### src/cis_consts.vh
// offsets, field positions, reset values and limits of the interrupt and status unit
`ifndef CIS_CONSTS_VH
`define CIS_CONSTS_VH
// register byte offsets
`define CIS_OFS_MODE 12'h000
`define CIS_OFS_EN_SET 12'h004
`define CIS_OFS_EN_CLR 12'h008
`define CIS_OFS_MASK 12'h00C
`define CIS_OFS_STATUS 12'h010
// mailbox event field
`define CIS_MB_LSB 0
`define CIS_MB_MSB 7
// fault confinement, power and timer fields
`define CIS_BIT_ERROR_ACTIVE_FLAG 16
`define CIS_BIT_WARN 17
`define CIS_BIT_ERROR_PASSIVE_FLAG 18
`define CIS_BIT_BUS_OFF_FLAG 19
`define CIS_BIT_SLEEP 20
`define CIS_BIT_WAKE 21
`define CIS_BIT_TIMER_OVERFLOW_FLAG 22
`define CIS_BIT_TIMESTAMP_FLAG 23
// protocol error field: crc, stuffing, ack, form, bit
`define CIS_ERR_LSB 24
`define CIS_ERR_MSB 28
// busy bits, status word only
`define CIS_BIT_RECEIVER_BUSY 29
`define CIS_BIT_TRANSMITTER_BUSY 30
`define CIS_BIT_OVLB 31
// top source bit that can be masked
`define CIS_SRC_MSB 28
// mode register fields
`define CIS_MODE_LPM 1
`define CIS_MODE_TSEL 4
// writable bits
`define CIS_MASK_VALID 32'h1FFF_00FF
`define CIS_MODE_VALID 32'h0000_0012
// reset values
`define CIS_MODE_RST 32'h0000_0000
`define CIS_MASK_RST 32'h0000_0000
`define CIS_FLAG_RST 5'h00
// error counter limits
`define CIS_WARN_LIMIT 9'h060
`define CIS_PASSIVE_LIMIT 9'h080
`define CIS_BUSOFF_LIMIT 9'h100
// timer wrap points
`define CIS_TIMER_MAX 16'hFFFF
`define CIS_TIMER_MIN 16'h0000
// bus responses
`define CIS_RESP_OKAY 2'h0
`define CIS_RESP_SLVERR 2'h2
`endif

### src/cis_axil_slave.v
// axi4-lite slave front end that turns bus transfers into register strobes
`timescale 1ns/1ps
`default_nettype none
`include "cis_consts.vh"
module cis_axil_slave #(
	parameter ADDR_W = 12
) (
	input wire aclk,
	input wire aresetn,
	input wire [ADDR_W-1:0] awaddr,
	input wire awvalid,
	output wire awready,
	input wire [31:0] wdata,
	input wire [3:0] wstrb,
	input wire wvalid,
	output wire wready,
	output reg [1:0] bresp,
	output reg bvalid,
	input wire bready,
	input wire [ADDR_W-1:0] araddr,
	input wire arvalid,
	output wire arready,
	output reg [31:0] rdata,
	output reg [1:0] rresp,
	output reg rvalid,
	input wire rready,
	output wire reg_wr_en,
	output reg [ADDR_W-1:0] reg_wr_addr,
	output reg [31:0] reg_wr_data,
	output reg [3:0] reg_wr_strb,
	input wire reg_wr_hit,
	output wire reg_rd_en,
	output wire [ADDR_W-1:0] reg_rd_addr,
	input wire [31:0] reg_rd_data,
	input wire reg_rd_hit
);
	reg aw_held; // write address captured
	reg w_held; // write data captured
	// each channel is taken once, in either order, while no response waits
	assign awready = !aw_held && !bvalid;
	assign wready = !w_held && !bvalid;
	// the register write fires once both halves are in
	assign reg_wr_en = aw_held && w_held && !bvalid;
	// a read is taken whenever no read data waits
	assign arready = !rvalid;
	assign reg_rd_en = arvalid && !rvalid;
	assign reg_rd_addr = araddr;
	// write channel capture and response
	always @(posedge aclk)
	begin
		if (!aresetn)
		begin
			aw_held <= 1'b0;
			w_held <= 1'b0;
			bvalid <= 1'b0;
			bresp <= `CIS_RESP_OKAY;
			reg_wr_addr <= {ADDR_W{1'b0}};
			reg_wr_data <= 32'h0000_0000;
			reg_wr_strb <= 4'h0;
		end
		else
		begin
			if (awvalid && awready)
			begin
				aw_held <= 1'b1;
				reg_wr_addr <= awaddr;
			end
			if (wvalid && wready)
			begin
				w_held <= 1'b1;
				reg_wr_data <= wdata;
				reg_wr_strb <= wstrb;
			end
			if (reg_wr_en)
			begin
				aw_held <= 1'b0;
				w_held <= 1'b0;
				bvalid <= 1'b1;
				bresp <= reg_wr_hit ? `CIS_RESP_OKAY : `CIS_RESP_SLVERR;
			end
			else if (bvalid && bready)
				bvalid <= 1'b0;
		end
	end
	// read channel: data sampled at the edge that takes the address
	always @(posedge aclk)
	begin
		if (!aresetn)
		begin
			rvalid <= 1'b0;
			rdata <= 32'h0000_0000;
			rresp <= `CIS_RESP_OKAY;
		end
		else if (reg_rd_en)
		begin
			rvalid <= 1'b1;
			rdata <= reg_rd_hit ? reg_rd_data : 32'h0000_0000;
			rresp <= reg_rd_hit ? `CIS_RESP_OKAY : `CIS_RESP_SLVERR;
		end
		else if (rvalid && rready)
			rvalid <= 1'b0;
	end
endmodule
`default_nettype wire

### src/cis_fault_confine.v
// fault confinement decode of the transmit and receive error counters
`timescale 1ns/1ps
`default_nettype none
`include "cis_consts.vh"
module cis_fault_confine #(
	parameter CNT_W = 9
) (
	input wire aclk,
	input wire aresetn,
	input wire [CNT_W-1:0] tx_count,
	input wire [CNT_W-1:0] rx_count,
	output reg error_active,
	output reg warning,
	output reg error_passive,
	output reg bus_off
);
	wire next_passive; // passive condition this cycle
	wire next_bus_off; // bus-off condition this cycle
	assign next_passive = (tx_count >= `CIS_PASSIVE_LIMIT) ||
		((rx_count >= `CIS_PASSIVE_LIMIT) && (rx_count < `CIS_BUSOFF_LIMIT));
	assign next_bus_off = tx_count >= `CIS_BUSOFF_LIMIT;
	// flags follow the counters, one cycle behind, and clear on their own
	always @(posedge aclk)
	begin
		if (!aresetn)
		begin
			error_active <= 1'b1;
			warning <= 1'b0;
			error_passive <= 1'b0;
			bus_off <= 1'b0;
		end
		else
		begin
			error_active <= !next_passive && !next_bus_off;
			warning <= (tx_count > `CIS_WARN_LIMIT) || (rx_count > `CIS_WARN_LIMIT);
			error_passive <= next_passive;
			bus_off <= next_bus_off;
		end
	end
endmodule
`default_nettype wire

### src/cis_status_unit.v
// interrupt mask and status word of the bus-network controller
//
// Function
// - enable port write one sets mask bit
// - disable port write one clears mask bit
// - mask view reads currently enabled sources
// - bits 0-7 mailboxes, bits 8-15 unused
// - fault, power, timer and error field order
// - busy bits 29-31 live in status only
// - mailbox bit set on ready or abort
// - error active when neither passive nor off
// - warning when either counter above 96
// - passive at tx>=128 or rx 128..255
// - bus off while tx counter at least 256
// - sleep bit high while in low power
// - wakeup bit is inverse of low power
// - wakeup event resyncs, then traffic resumes
// - timer overflow set on FFFF to 0000
// - status read clears overflow, returns old value
// - timestamp flag on selected frame point, read-clear
// - status read clears protocol error flags
// - overflow with mask enabled raises interrupt
//
// The implementer's own choices: the placing of the registers and the AXI4-Lite register port.
`timescale 1ns/1ps
`default_nettype none
`include "cis_consts.vh"
module cis_status_unit #(
	parameter ADDR_W = 12,
	parameter MB_N = 8,
	parameter CNT_W = 9,
	parameter TIMER_W = 16
) (
	input wire aclk,
	input wire aresetn,
	// register bus, write side
	input wire [ADDR_W-1:0] awaddr,
	input wire awvalid,
	output wire awready,
	input wire [31:0] wdata,
	input wire [3:0] wstrb,
	input wire wvalid,
	output wire wready,
	output wire [1:0] bresp,
	output wire bvalid,
	input wire bready,
	// register bus, read side
	input wire [ADDR_W-1:0] araddr,
	input wire arvalid,
	output wire arready,
	output wire [31:0] rdata,
	output wire [1:0] rresp,
	output wire rvalid,
	input wire rready,
	// mailbox flags
	input wire [MB_N-1:0] mailbox_ready,
	input wire [MB_N-1:0] mailbox_aborted,
	// error counters
	input wire [CNT_W-1:0] tx_error_count,
	input wire [CNT_W-1:0] rx_error_count,
	// internal timer value
	input wire [TIMER_W-1:0] timer_value,
	// frame point pulses
	input wire frame_start,
	input wire frame_end,
	// protocol error pulses: crc, stuffing, ack, form, bit
	input wire [4:0] protocol_error,
	// engine busy levels
	input wire receiver_busy,
	input wire transmitter_busy,
	input wire overload_busy,
	// bus activity seen while asleep
	input wire wakeup_event,
	// interrupt request, level
	output wire irq,
	// one-cycle pulse: resynchronise to the bus
	output reg resync_request,
	// high while frames may be sent and received
	output wire traffic_enable
);
	// power states
	localparam ST_ACTIVE = 2'd0;
	localparam ST_SLEEP = 2'd1;
	localparam ST_RESYNC = 2'd2;

	wire wr_en; // register write strobe
	wire [ADDR_W-1:0] wr_addr; // register write address
	wire [31:0] wr_data; // register write data
	wire [3:0] wr_strb; // register write byte lanes
	wire rd_en; // register read strobe
	wire [ADDR_W-1:0] rd_addr; // register read address
	reg [31:0] rd_data; // read mux output
	wire wr_hit; // write address is mapped
	wire rd_hit; // read address is mapped

	wire flag_active; // fault confinement flags
	wire flag_warn;
	wire flag_passive;
	wire flag_off;

	reg [31:0] mode; // mode register
	reg [31:0] mask; // interrupt mask
	reg [1:0] power_state; // low power state machine
	reg [1:0] next_power_state;
	reg [MB_N-1:0] mailbox_event; // mailbox event bits
	reg timer_overflow_flag; // sticky, read-clear
	reg timestamp_flag; // sticky, read-clear
	reg [4:0] protocol_flags; // sticky, read-clear
	reg [TIMER_W-1:0] timer_prev; // timer value one cycle back
	reg [31:0] next_mask;
	reg [31:0] next_mode;

	wire [31:0] status_word; // assembled status
	wire [31:0] wr_bits; // write data limited to its byte lanes
	wire status_read; // status word is being read
	wire timer_wrap; // timer rolled over this cycle
	wire stamp_point; // selected frame point seen
	wire sleeping; // in low power mode
	wire wake; // wakeup accepted this cycle

	// true when an address selects the word at a given offset
	function is_reg;
		input [ADDR_W-1:0] addr;
		input [ADDR_W-1:0] ofs;
		begin
			is_reg = addr[ADDR_W-1:2] == ofs[ADDR_W-1:2];
		end
	endfunction

	// true for any of the five mapped words
	function is_mapped;
		input [ADDR_W-1:0] addr;
		begin
			is_mapped = is_reg(addr, `CIS_OFS_MODE) || is_reg(addr, `CIS_OFS_EN_SET) ||
				is_reg(addr, `CIS_OFS_EN_CLR) || is_reg(addr, `CIS_OFS_MASK) ||
				is_reg(addr, `CIS_OFS_STATUS);
		end
	endfunction

	// bus slave front end
	cis_axil_slave #(
		.ADDR_W(ADDR_W)
	) u_bus (
		.aclk(aclk),
		.aresetn(aresetn),
		.awaddr(awaddr),
		.awvalid(awvalid),
		.awready(awready),
		.wdata(wdata),
		.wstrb(wstrb),
		.wvalid(wvalid),
		.wready(wready),
		.bresp(bresp),
		.bvalid(bvalid),
		.bready(bready),
		.araddr(araddr),
		.arvalid(arvalid),
		.arready(arready),
		.rdata(rdata),
		.rresp(rresp),
		.rvalid(rvalid),
		.rready(rready),
		.reg_wr_en(wr_en),
		.reg_wr_addr(wr_addr),
		.reg_wr_data(wr_data),
		.reg_wr_strb(wr_strb),
		.reg_wr_hit(wr_hit),
		.reg_rd_en(rd_en),
		.reg_rd_addr(rd_addr),
		.reg_rd_data(rd_data),
		.reg_rd_hit(rd_hit)
	);

	// error counter decode
	cis_fault_confine #(
		.CNT_W(CNT_W)
	) u_fault (
		.aclk(aclk),
		.aresetn(aresetn),
		.tx_count(tx_error_count),
		.rx_count(rx_error_count),
		.error_active(flag_active),
		.warning(flag_warn),
		.error_passive(flag_passive),
		.bus_off(flag_off)
	);

	// address decode
	assign wr_hit = is_mapped(wr_addr);
	assign rd_hit = is_mapped(rd_addr);

	// byte lanes that are not strobed carry no ones
	assign wr_bits = wr_data & {{8{wr_strb[3]}}, {8{wr_strb[2]}}, {8{wr_strb[1]}}, {8{wr_strb[0]}}};

	// a status read takes effect at the edge the address is taken
	assign status_read = rd_en && is_reg(rd_addr, `CIS_OFS_STATUS);

	// roll-over from the top count to zero
	assign timer_wrap = (timer_prev == `CIS_TIMER_MAX) && (timer_value == `CIS_TIMER_MIN);

	// frame point chosen by the mode register
	assign stamp_point = mode[`CIS_MODE_TSEL] ? frame_end : frame_start;

	// low power and wakeup
	assign sleeping = power_state == ST_SLEEP;
	assign wake = sleeping && wakeup_event;
	assign traffic_enable = power_state == ST_ACTIVE;

	// status word, unused bits 8 to 15 read zero
	assign status_word = {
		overload_busy,
		transmitter_busy,
		receiver_busy,
		protocol_flags,
		timestamp_flag,
		timer_overflow_flag,
		!sleeping,
		sleeping,
		flag_off,
		flag_passive,
		flag_warn,
		flag_active,
		8'h00,
		mailbox_event
	};

	// interrupt: any enabled source that is high, busy bits excluded
	assign irq = |(status_word[`CIS_SRC_MSB:0] & mask[`CIS_SRC_MSB:0]);

	// read mux; write-only ports read as zero
	always @*
	begin
		rd_data = 32'h0000_0000;
		if (is_reg(rd_addr, `CIS_OFS_MODE))
			rd_data = mode;
		else if (is_reg(rd_addr, `CIS_OFS_MASK))
			rd_data = mask;
		else if (is_reg(rd_addr, `CIS_OFS_STATUS))
			rd_data = status_word;
	end

	// mask update from the enable and disable ports
	always @*
	begin
		next_mask = mask;
		if (wr_en && is_reg(wr_addr, `CIS_OFS_EN_SET))
			next_mask = mask | (wr_bits & `CIS_MASK_VALID);
		else if (wr_en && is_reg(wr_addr, `CIS_OFS_EN_CLR))
			next_mask = mask & ~(wr_bits & `CIS_MASK_VALID);
	end

	// mode update; a wakeup drops the low power request
	always @*
	begin
		next_mode = mode;
		if (wr_en && is_reg(wr_addr, `CIS_OFS_MODE))
			next_mode = (mode & ~({{8{wr_strb[3]}}, {8{wr_strb[2]}}, {8{wr_strb[1]}}, {8{wr_strb[0]}}}
				& `CIS_MODE_VALID)) | (wr_bits & `CIS_MODE_VALID);
		if (wake)
			next_mode[`CIS_MODE_LPM] = 1'b0;
	end

	// low power state machine
	always @*
	begin
		next_power_state = power_state;
		case (power_state)
			ST_ACTIVE:
			begin
				// enter only once neither transmitter nor receiver is busy; overload busy is not checked
				if (mode[`CIS_MODE_LPM] && !transmitter_busy && !receiver_busy)
					next_power_state = ST_SLEEP;
			end
			ST_SLEEP:
			begin
				// bus activity wakes; software may also leave
				if (wake)
					next_power_state = ST_RESYNC;
				else if (!mode[`CIS_MODE_LPM])
					next_power_state = ST_ACTIVE;
			end
			ST_RESYNC:
			begin
				// wait for the frame in flight to end
				if (!receiver_busy)
					next_power_state = ST_ACTIVE;
			end
			default:
			begin
				next_power_state = ST_ACTIVE;
			end
		endcase
	end

	// registers: mode, mask, power state, timer history
	always @(posedge aclk)
	begin
		if (!aresetn)
		begin
			mode <= `CIS_MODE_RST;
			mask <= `CIS_MASK_RST;
			power_state <= ST_ACTIVE;
			timer_prev <= `CIS_TIMER_MIN;
			resync_request <= 1'b0;
		end
		else
		begin
			mode <= next_mode;
			mask <= next_mask;
			power_state <= next_power_state;
			timer_prev <= timer_value;
			resync_request <= wake;
		end
	end

	// mailbox event bits follow each mailbox's ready or abort flag
	genvar i;
	generate
		for (i = 0; i < MB_N; i = i + 1)
		begin : g_mb
			always @(posedge aclk)
			begin
				if (!aresetn)
					mailbox_event[i] <= 1'b0;
				else
					mailbox_event[i] <= mailbox_ready[i] | mailbox_aborted[i];
			end
		end
	endgenerate

	// read-clear flags; a new event in the read cycle survives
	always @(posedge aclk)
	begin
		if (!aresetn)
		begin
			timer_overflow_flag <= 1'b0;
			timestamp_flag <= 1'b0;
			protocol_flags <= `CIS_FLAG_RST;
		end
		else
		begin
			timer_overflow_flag <= (timer_overflow_flag && !status_read) || timer_wrap;
			timestamp_flag <= (timestamp_flag && !status_read) || stamp_point;
			protocol_flags <= (protocol_flags & {5{!status_read}}) | protocol_error;
		end
	end
endmodule
`default_nettype wire

### config.mk
export PLATFORM = sky130hd
export DESIGN_NAME = cis_status_unit
export DESIGN_NICKNAME = d
export VERILOG_FILES = /design/src/cis_axil_slave.v /design/src/cis_fault_confine.v /design/src/cis_status_unit.v
export VERILOG_INCLUDE_DIRS = /design/src
export SDC_FILE = /design/constraint.sdc
export NUM_CORES = 1
export LEC_CHECK = 0
export ABC_AREA = 0
export BUFFER_PORTS_ARGS = -buffer_cell sky130_fd_sc_hd__buf_2
export CELL_PAD_IN_SITES_DETAIL_PLACEMENT = 0
export CELL_PAD_IN_SITES_GLOBAL_PLACEMENT = 2
export CORE_MARGIN = 8
export CORE_UTILIZATION = 26
export DETAILED_ROUTE_END_ITERATION = 16
export HOLD_SLACK_MARGIN = 0.1
export PLACE_DENSITY = 0.72
export SLEW_MARGIN = 20
export SYNTH_ARGS = -nofsm -noshare
export SYNTH_HDL_FRONTEND = slang
export SYNTH_SLANG_ARGS = --single-unit
### constraint.sdc
create_clock -name aclk -period 1.5 [get_ports aclk]
set_input_delay 0.15 -clock aclk [delete_from_list [all_inputs] [get_ports aclk]]
set_output_delay 0.15 -clock aclk [all_outputs]
set_load 0.01 [all_outputs]
After elaboration in Yosys (flattened, before gate mapping)
Index checks and enable logic that the tools add are counted.

word-level totals
  logic and storage cells = 142
  bits in registers = 187
  output and inout bits = 44
  input bits = 128

operators by class
  muxes and demuxes = 18
  bitwise logic cells = 19
  reduce and logical (&&, ||, !) cells = 54
  $lt $le $gt $ge = 6
  equality and inequality tests = 14

operators with widths
  cell                    count
  $mux W32                6
  $and A32 B32 Y32        2
  $and A29 B29 Y29        2
  $eq A10 B2 Y1 const B   4
  $not A29 Y32            1
  $not A5 Y32             1
  $or A32 B29 Y32         1
  $or A32 B5 Y32          1
  $reduce_or A29 Y1       1
  $logic_and A1 B1 Y1     21
  $eq A10 B1 Y1 const B   2
  $eq A10 B3 Y1 const B   2
  $logic_not A10 Y1       2
  $ge A9 B8 Y1 const B    2
  $gt A9 B7 Y1 const B    2
  $eq A16 B16 Y1 const B  1
  $logic_not A16 Y1       1
  $logic_or A1 B1 Y1      12
  $mux W2                 6
  $logic_not A1 Y1        10
  $ge A9 B9 Y1 const B    1
  $lt A9 B9 Y1 const B    1
  $or A1 B1 Y1            8
  $pmux W2 S3             1
  13 further kinds        20

Depth between registers and ports, before layout
  depth in word-level cells = 6
  mapped depth = 7
  mapped depth without buffers = 4

Cells and area by module
A second synthesis with hierarchy kept.

second synthesis, totals
  cell total of the unflattened synthesis = 681
  area, all modules = 6093.3 sq um

by module, submodules not included
  module             instances  sequential area each (sq um)  area an instance (sq um)  cells an instance
  cis_axil_slave     1          1721.7                        3377.0                    398
  cis_status_unit    1          1141.1                        2553.7                    267
  cis_fault_confine  1          80.1                          162.7                     16

Least setup slack after synthesis
OpenSTA, ideal clock, no wires.

  kind = reg2reg
  from = register u_bus.bvalid
  to = register (tool-made name)
  path buffers = 3
  setup time = 0.121 ns
  stages on the path, launching flop included = 8
  required time = 1.379 ns
  path slack = -0.013 ns
  data arrival time = 1.391 ns
  period minus slack after synthesis = 1.513 ns
  cell sequence = dfxtp_1 > and3b_1 > clkbuf_1 > and4_1 > buf_6 > buf_12 > nand3_1 > mux2i_1

RTL lines
  what                      line                 RTL
  start: declaration        cis_axil_slave.v:18  output reg bvalid,
  start signal: assignment  cis_axil_slave.v:55  bvalid <= 1'b0;
  start signal: assignment  cis_axil_slave.v:78  bvalid <= 1'b1;
  start signal: assignment  cis_axil_slave.v:82  bvalid <= 1'b0;

Worst setup path after layout
  from = register u_fault.bus_off
  to = output irq

on the way
  word-level cells in the longest chain between the ends = 2

ends and longest elaborated chain
  what                      line                    RTL
  start: declaration        cis_fault_confine.v:15  output reg bus_off
  start signal: assignment  cis_fault_confine.v:37  bus_off <= next_bus_off;
  $and A29 B29 Y29          cis_status_unit.v:228   assign irq = |(status_word[`CIS_SRC_MSB:0] & mask[`CIS_SRC_MSB:0]);
  $reduce_or A29 Y1         cis_status_unit.v:228
  end: declaration          cis_status_unit.v:75    output wire irq,

No other way between the ends.

==> results.toml <==
[yosys]
syn-cell-area_sq_um = 5020
synth_simple_gate_area_share = 0.241
ys_ff_latch = 125
ys_seq_area_frac = 0.498
synth_most_common_cell = "dfxtp_1"
synth_warnings = 0
synth_top_family_by_area = "simple AND/OR/NAND/NOR gates"
ys_types = 50
synth-compound-area-share = 0.149
synth-xor-area-share = 0.00174
ys_async_sr_fraction = 0
synth-edff-count = 0
ys.flop_type = "dfxtp_1"
synth_fa_ha_area_frac = 0
avgSynthCellArea_sq_um = 8.75
yosysTopAreaCellShare = 0.498
synthTopCellsByArea = "dfxtp_1, nand2_1, a21oi_1, mux2i_1, nor2_1"
synth_cells = 574
yosys.area.top_type = "dfxtp_1"
synthMuxAreaShare = 0.0483
yosys-top-cells-count = "dfxtp_1, nand2_1, a21oi_1, nor2_1, mux2i_1"

[global_route]
grt_max_degree = 62
grt_pass1_vias = 5081
gr-total-overflow = 0
grt.total_usage = 0.142
grt_pass1_wl_microns = 26600
antenna_found_initial = 0

[timing]
fin_crit_ns = 1.83
final.setup_skew_ns = 0.00697
hold_viol = 0
maxSlewHeadroom = 0.526
fin_setup_tns_ns = -1.47
finalCritPeriodShare = 1.22
fin_ws_ns = -0.334
rsz0062_at_grt = "yes"
fmax_mhz = 545
maxSlewViolCount = 0
setup_viol = 22
tightest_slew_ns = 0.709

[worst_setup_path]
critPathRequiredTime_ns = 1.35
cp_max_fo = 2
crit_path_cell_trace = "a22o_1 > a221oi_2 > and4_1 > nand3_2 > buf_6"
slowest_stage = "dfxtp_2"
crit_family = "compound AO/OA/AOI/OAI gates"
criticalPathCategory = "reg2out"
start_kind = "register"
arrival_ns = 1.68
crit_path_end_kind = "output pin"
slowest_delay_ns = 0.32
worstPathBufferInverterCount = 1

[drt]
drtPass1Iterations = 6
drt_iter0_drc = 258
antenna_left = 0
post_drt_wl_per_cell_microns = 15.3
via_per_inst = 4.48
wirelength_microns = 17000
drc = 0
dr_total_vias = 4970

[floorplanning]
io_pins = 172
core-area_sq_um = 19200
die-width_microns = 155
die_area_sq_um = 24000
die_h_microns = 155
start_util = 0.262
std_cell_rows = 51

[finish]
insertedDiodeCount = 0
num-fill-cells = 1914
multi_input_area_sq_um = 2470
final_net_count = 961
drive_gt1_frac = 0.314
ff_latch_area_sq_um = 2510
syn_to_final_growth_pct = 57.7

[pwr]
ir_drop_mv = 0.692
power.leakage_nw = 3.42
cellPowerDensity_nw_per_um2 = 1040
total_power_w = 0.00824

[cts]
cts_buffers = 17
cts_buffer_depth = 2
clk_latency_ns = 0.41
clkSinkCount = 125
h-tree-depth = 4
cts_root_buf = "clkbuf_16"
clkTransAtPathRegs_ns = 0.05
cts_tree = "built"

[placement]
dp_slack_ns = -0.116
dpl.hpwl_microns = 12500
port_buffers = 145
gp_congestion = 0.789

[hold_path]
hp-class = "in2reg"

[job]
cap_viol_max_count = 0

[run_status]
status = "finished with violations"
violations = "setup timing"
worst min-delay path, stage by stage:
cell	delay (ns)
buf_2	0.14
o21ai_0	0.11
a31oi_1	0.10
path summary, 6_finish.rpt:
check                             from        endpoint  slack, ns  cells after the start
hold / removal               araddr[4]  u_bus.rresp[1]       0.13                      3
setup reg to reg  u_bus.reg_wr_addr[8]        register      -0.15                      5
hold reg to reg         u_bus.rdata[3]  u_bus.rdata[3]       0.45                      2
setup / recovery       u_fault.bus_off             irq      -0.33                      5
power by group:
group | leakage, nW | switching, W | total [W] | internal [W]
registers | 1.03 | 0.000118 | 0.00357 | 0.00345
clock network | 0.269 | 0.00139 | 0.00382 | 0.00243
logic | 2.12 | 0.000397 | 0.000846 | 0.000450
total | 3.42 | 0.00190 | 0.00824 | 0.00634
routing by layer:
metal | GRT usage | up-vias | share of wire
met3 | 0.0502 | 17 | 0.063
met1 | 0.169 | 2316 | 0.43
met5 | 0 | - | 0
met4 | 0.0411 | 0 | 0.014
met2 | 0.237 | 142 | 0.49
li1 | - | 2495 | -
cells in the final DEF (no fill, tap or decap), drive strengths merged, types with 10 or more instances in the layout:
master       synthesis  final
dlygate4sd3          0     86
and2                20     20
nand2              117    117
conb                 1     10
mux2i               22     22
clkbuf              25     25
buf                 19    189
o31ai               18     18
a21oi               62     62
nor2                55     55
nand3               22     22
dfxtp              125    125
stage by stage:
step / utilization / hold slack, ns / instance area (sq um) / cells
floorplan: - / 0.249 / 5060 / 583
global placement: 0.320 / 0.333 / 6150 / 984
detailed placement: 0.320 / 0.340 / 6150 / 984
CTS: 0.409 / 0.102 / 7850 / 1110
global route: 0.413 / 0.118 / 7930 / 1110
finish: 0.413 / 0.132 / 7930 / 1110
cell families (layout without fill, tap and decap cells):
| group | count (synthesis) | count (layout) |
|---|---|---|
| xor+xnor | 1 | 1 |
| other cells | 1 | 10 |
| flops | 125 | 125 |
| compound gates | 119 | 119 |
| simple gates | 253 | 253 |
| mux | 24 | 24 |
| buf+inv | 51 | 313 |
what timing repair did:
action	4_1_cts	5_1_grt
setup buffers	6	3
gates cloned	3	0
pin swaps	9	7
hold endpoints to repair	75	0
setup endpoints to repair	21	24
hold buffers	86	0
resized for setup	32	19
layout make-up:
class	instances	share of cell area
well taps	265	0.0418
repair buffers	275	0.257
clock inverters	6	0.00758
multi-input cells	407	0.311
inverters	7	0.00331
flip-flops and latches	125	0.316
clock buffers	25	0.0625
Note: power is estimated with default switching activity, not from simulation.
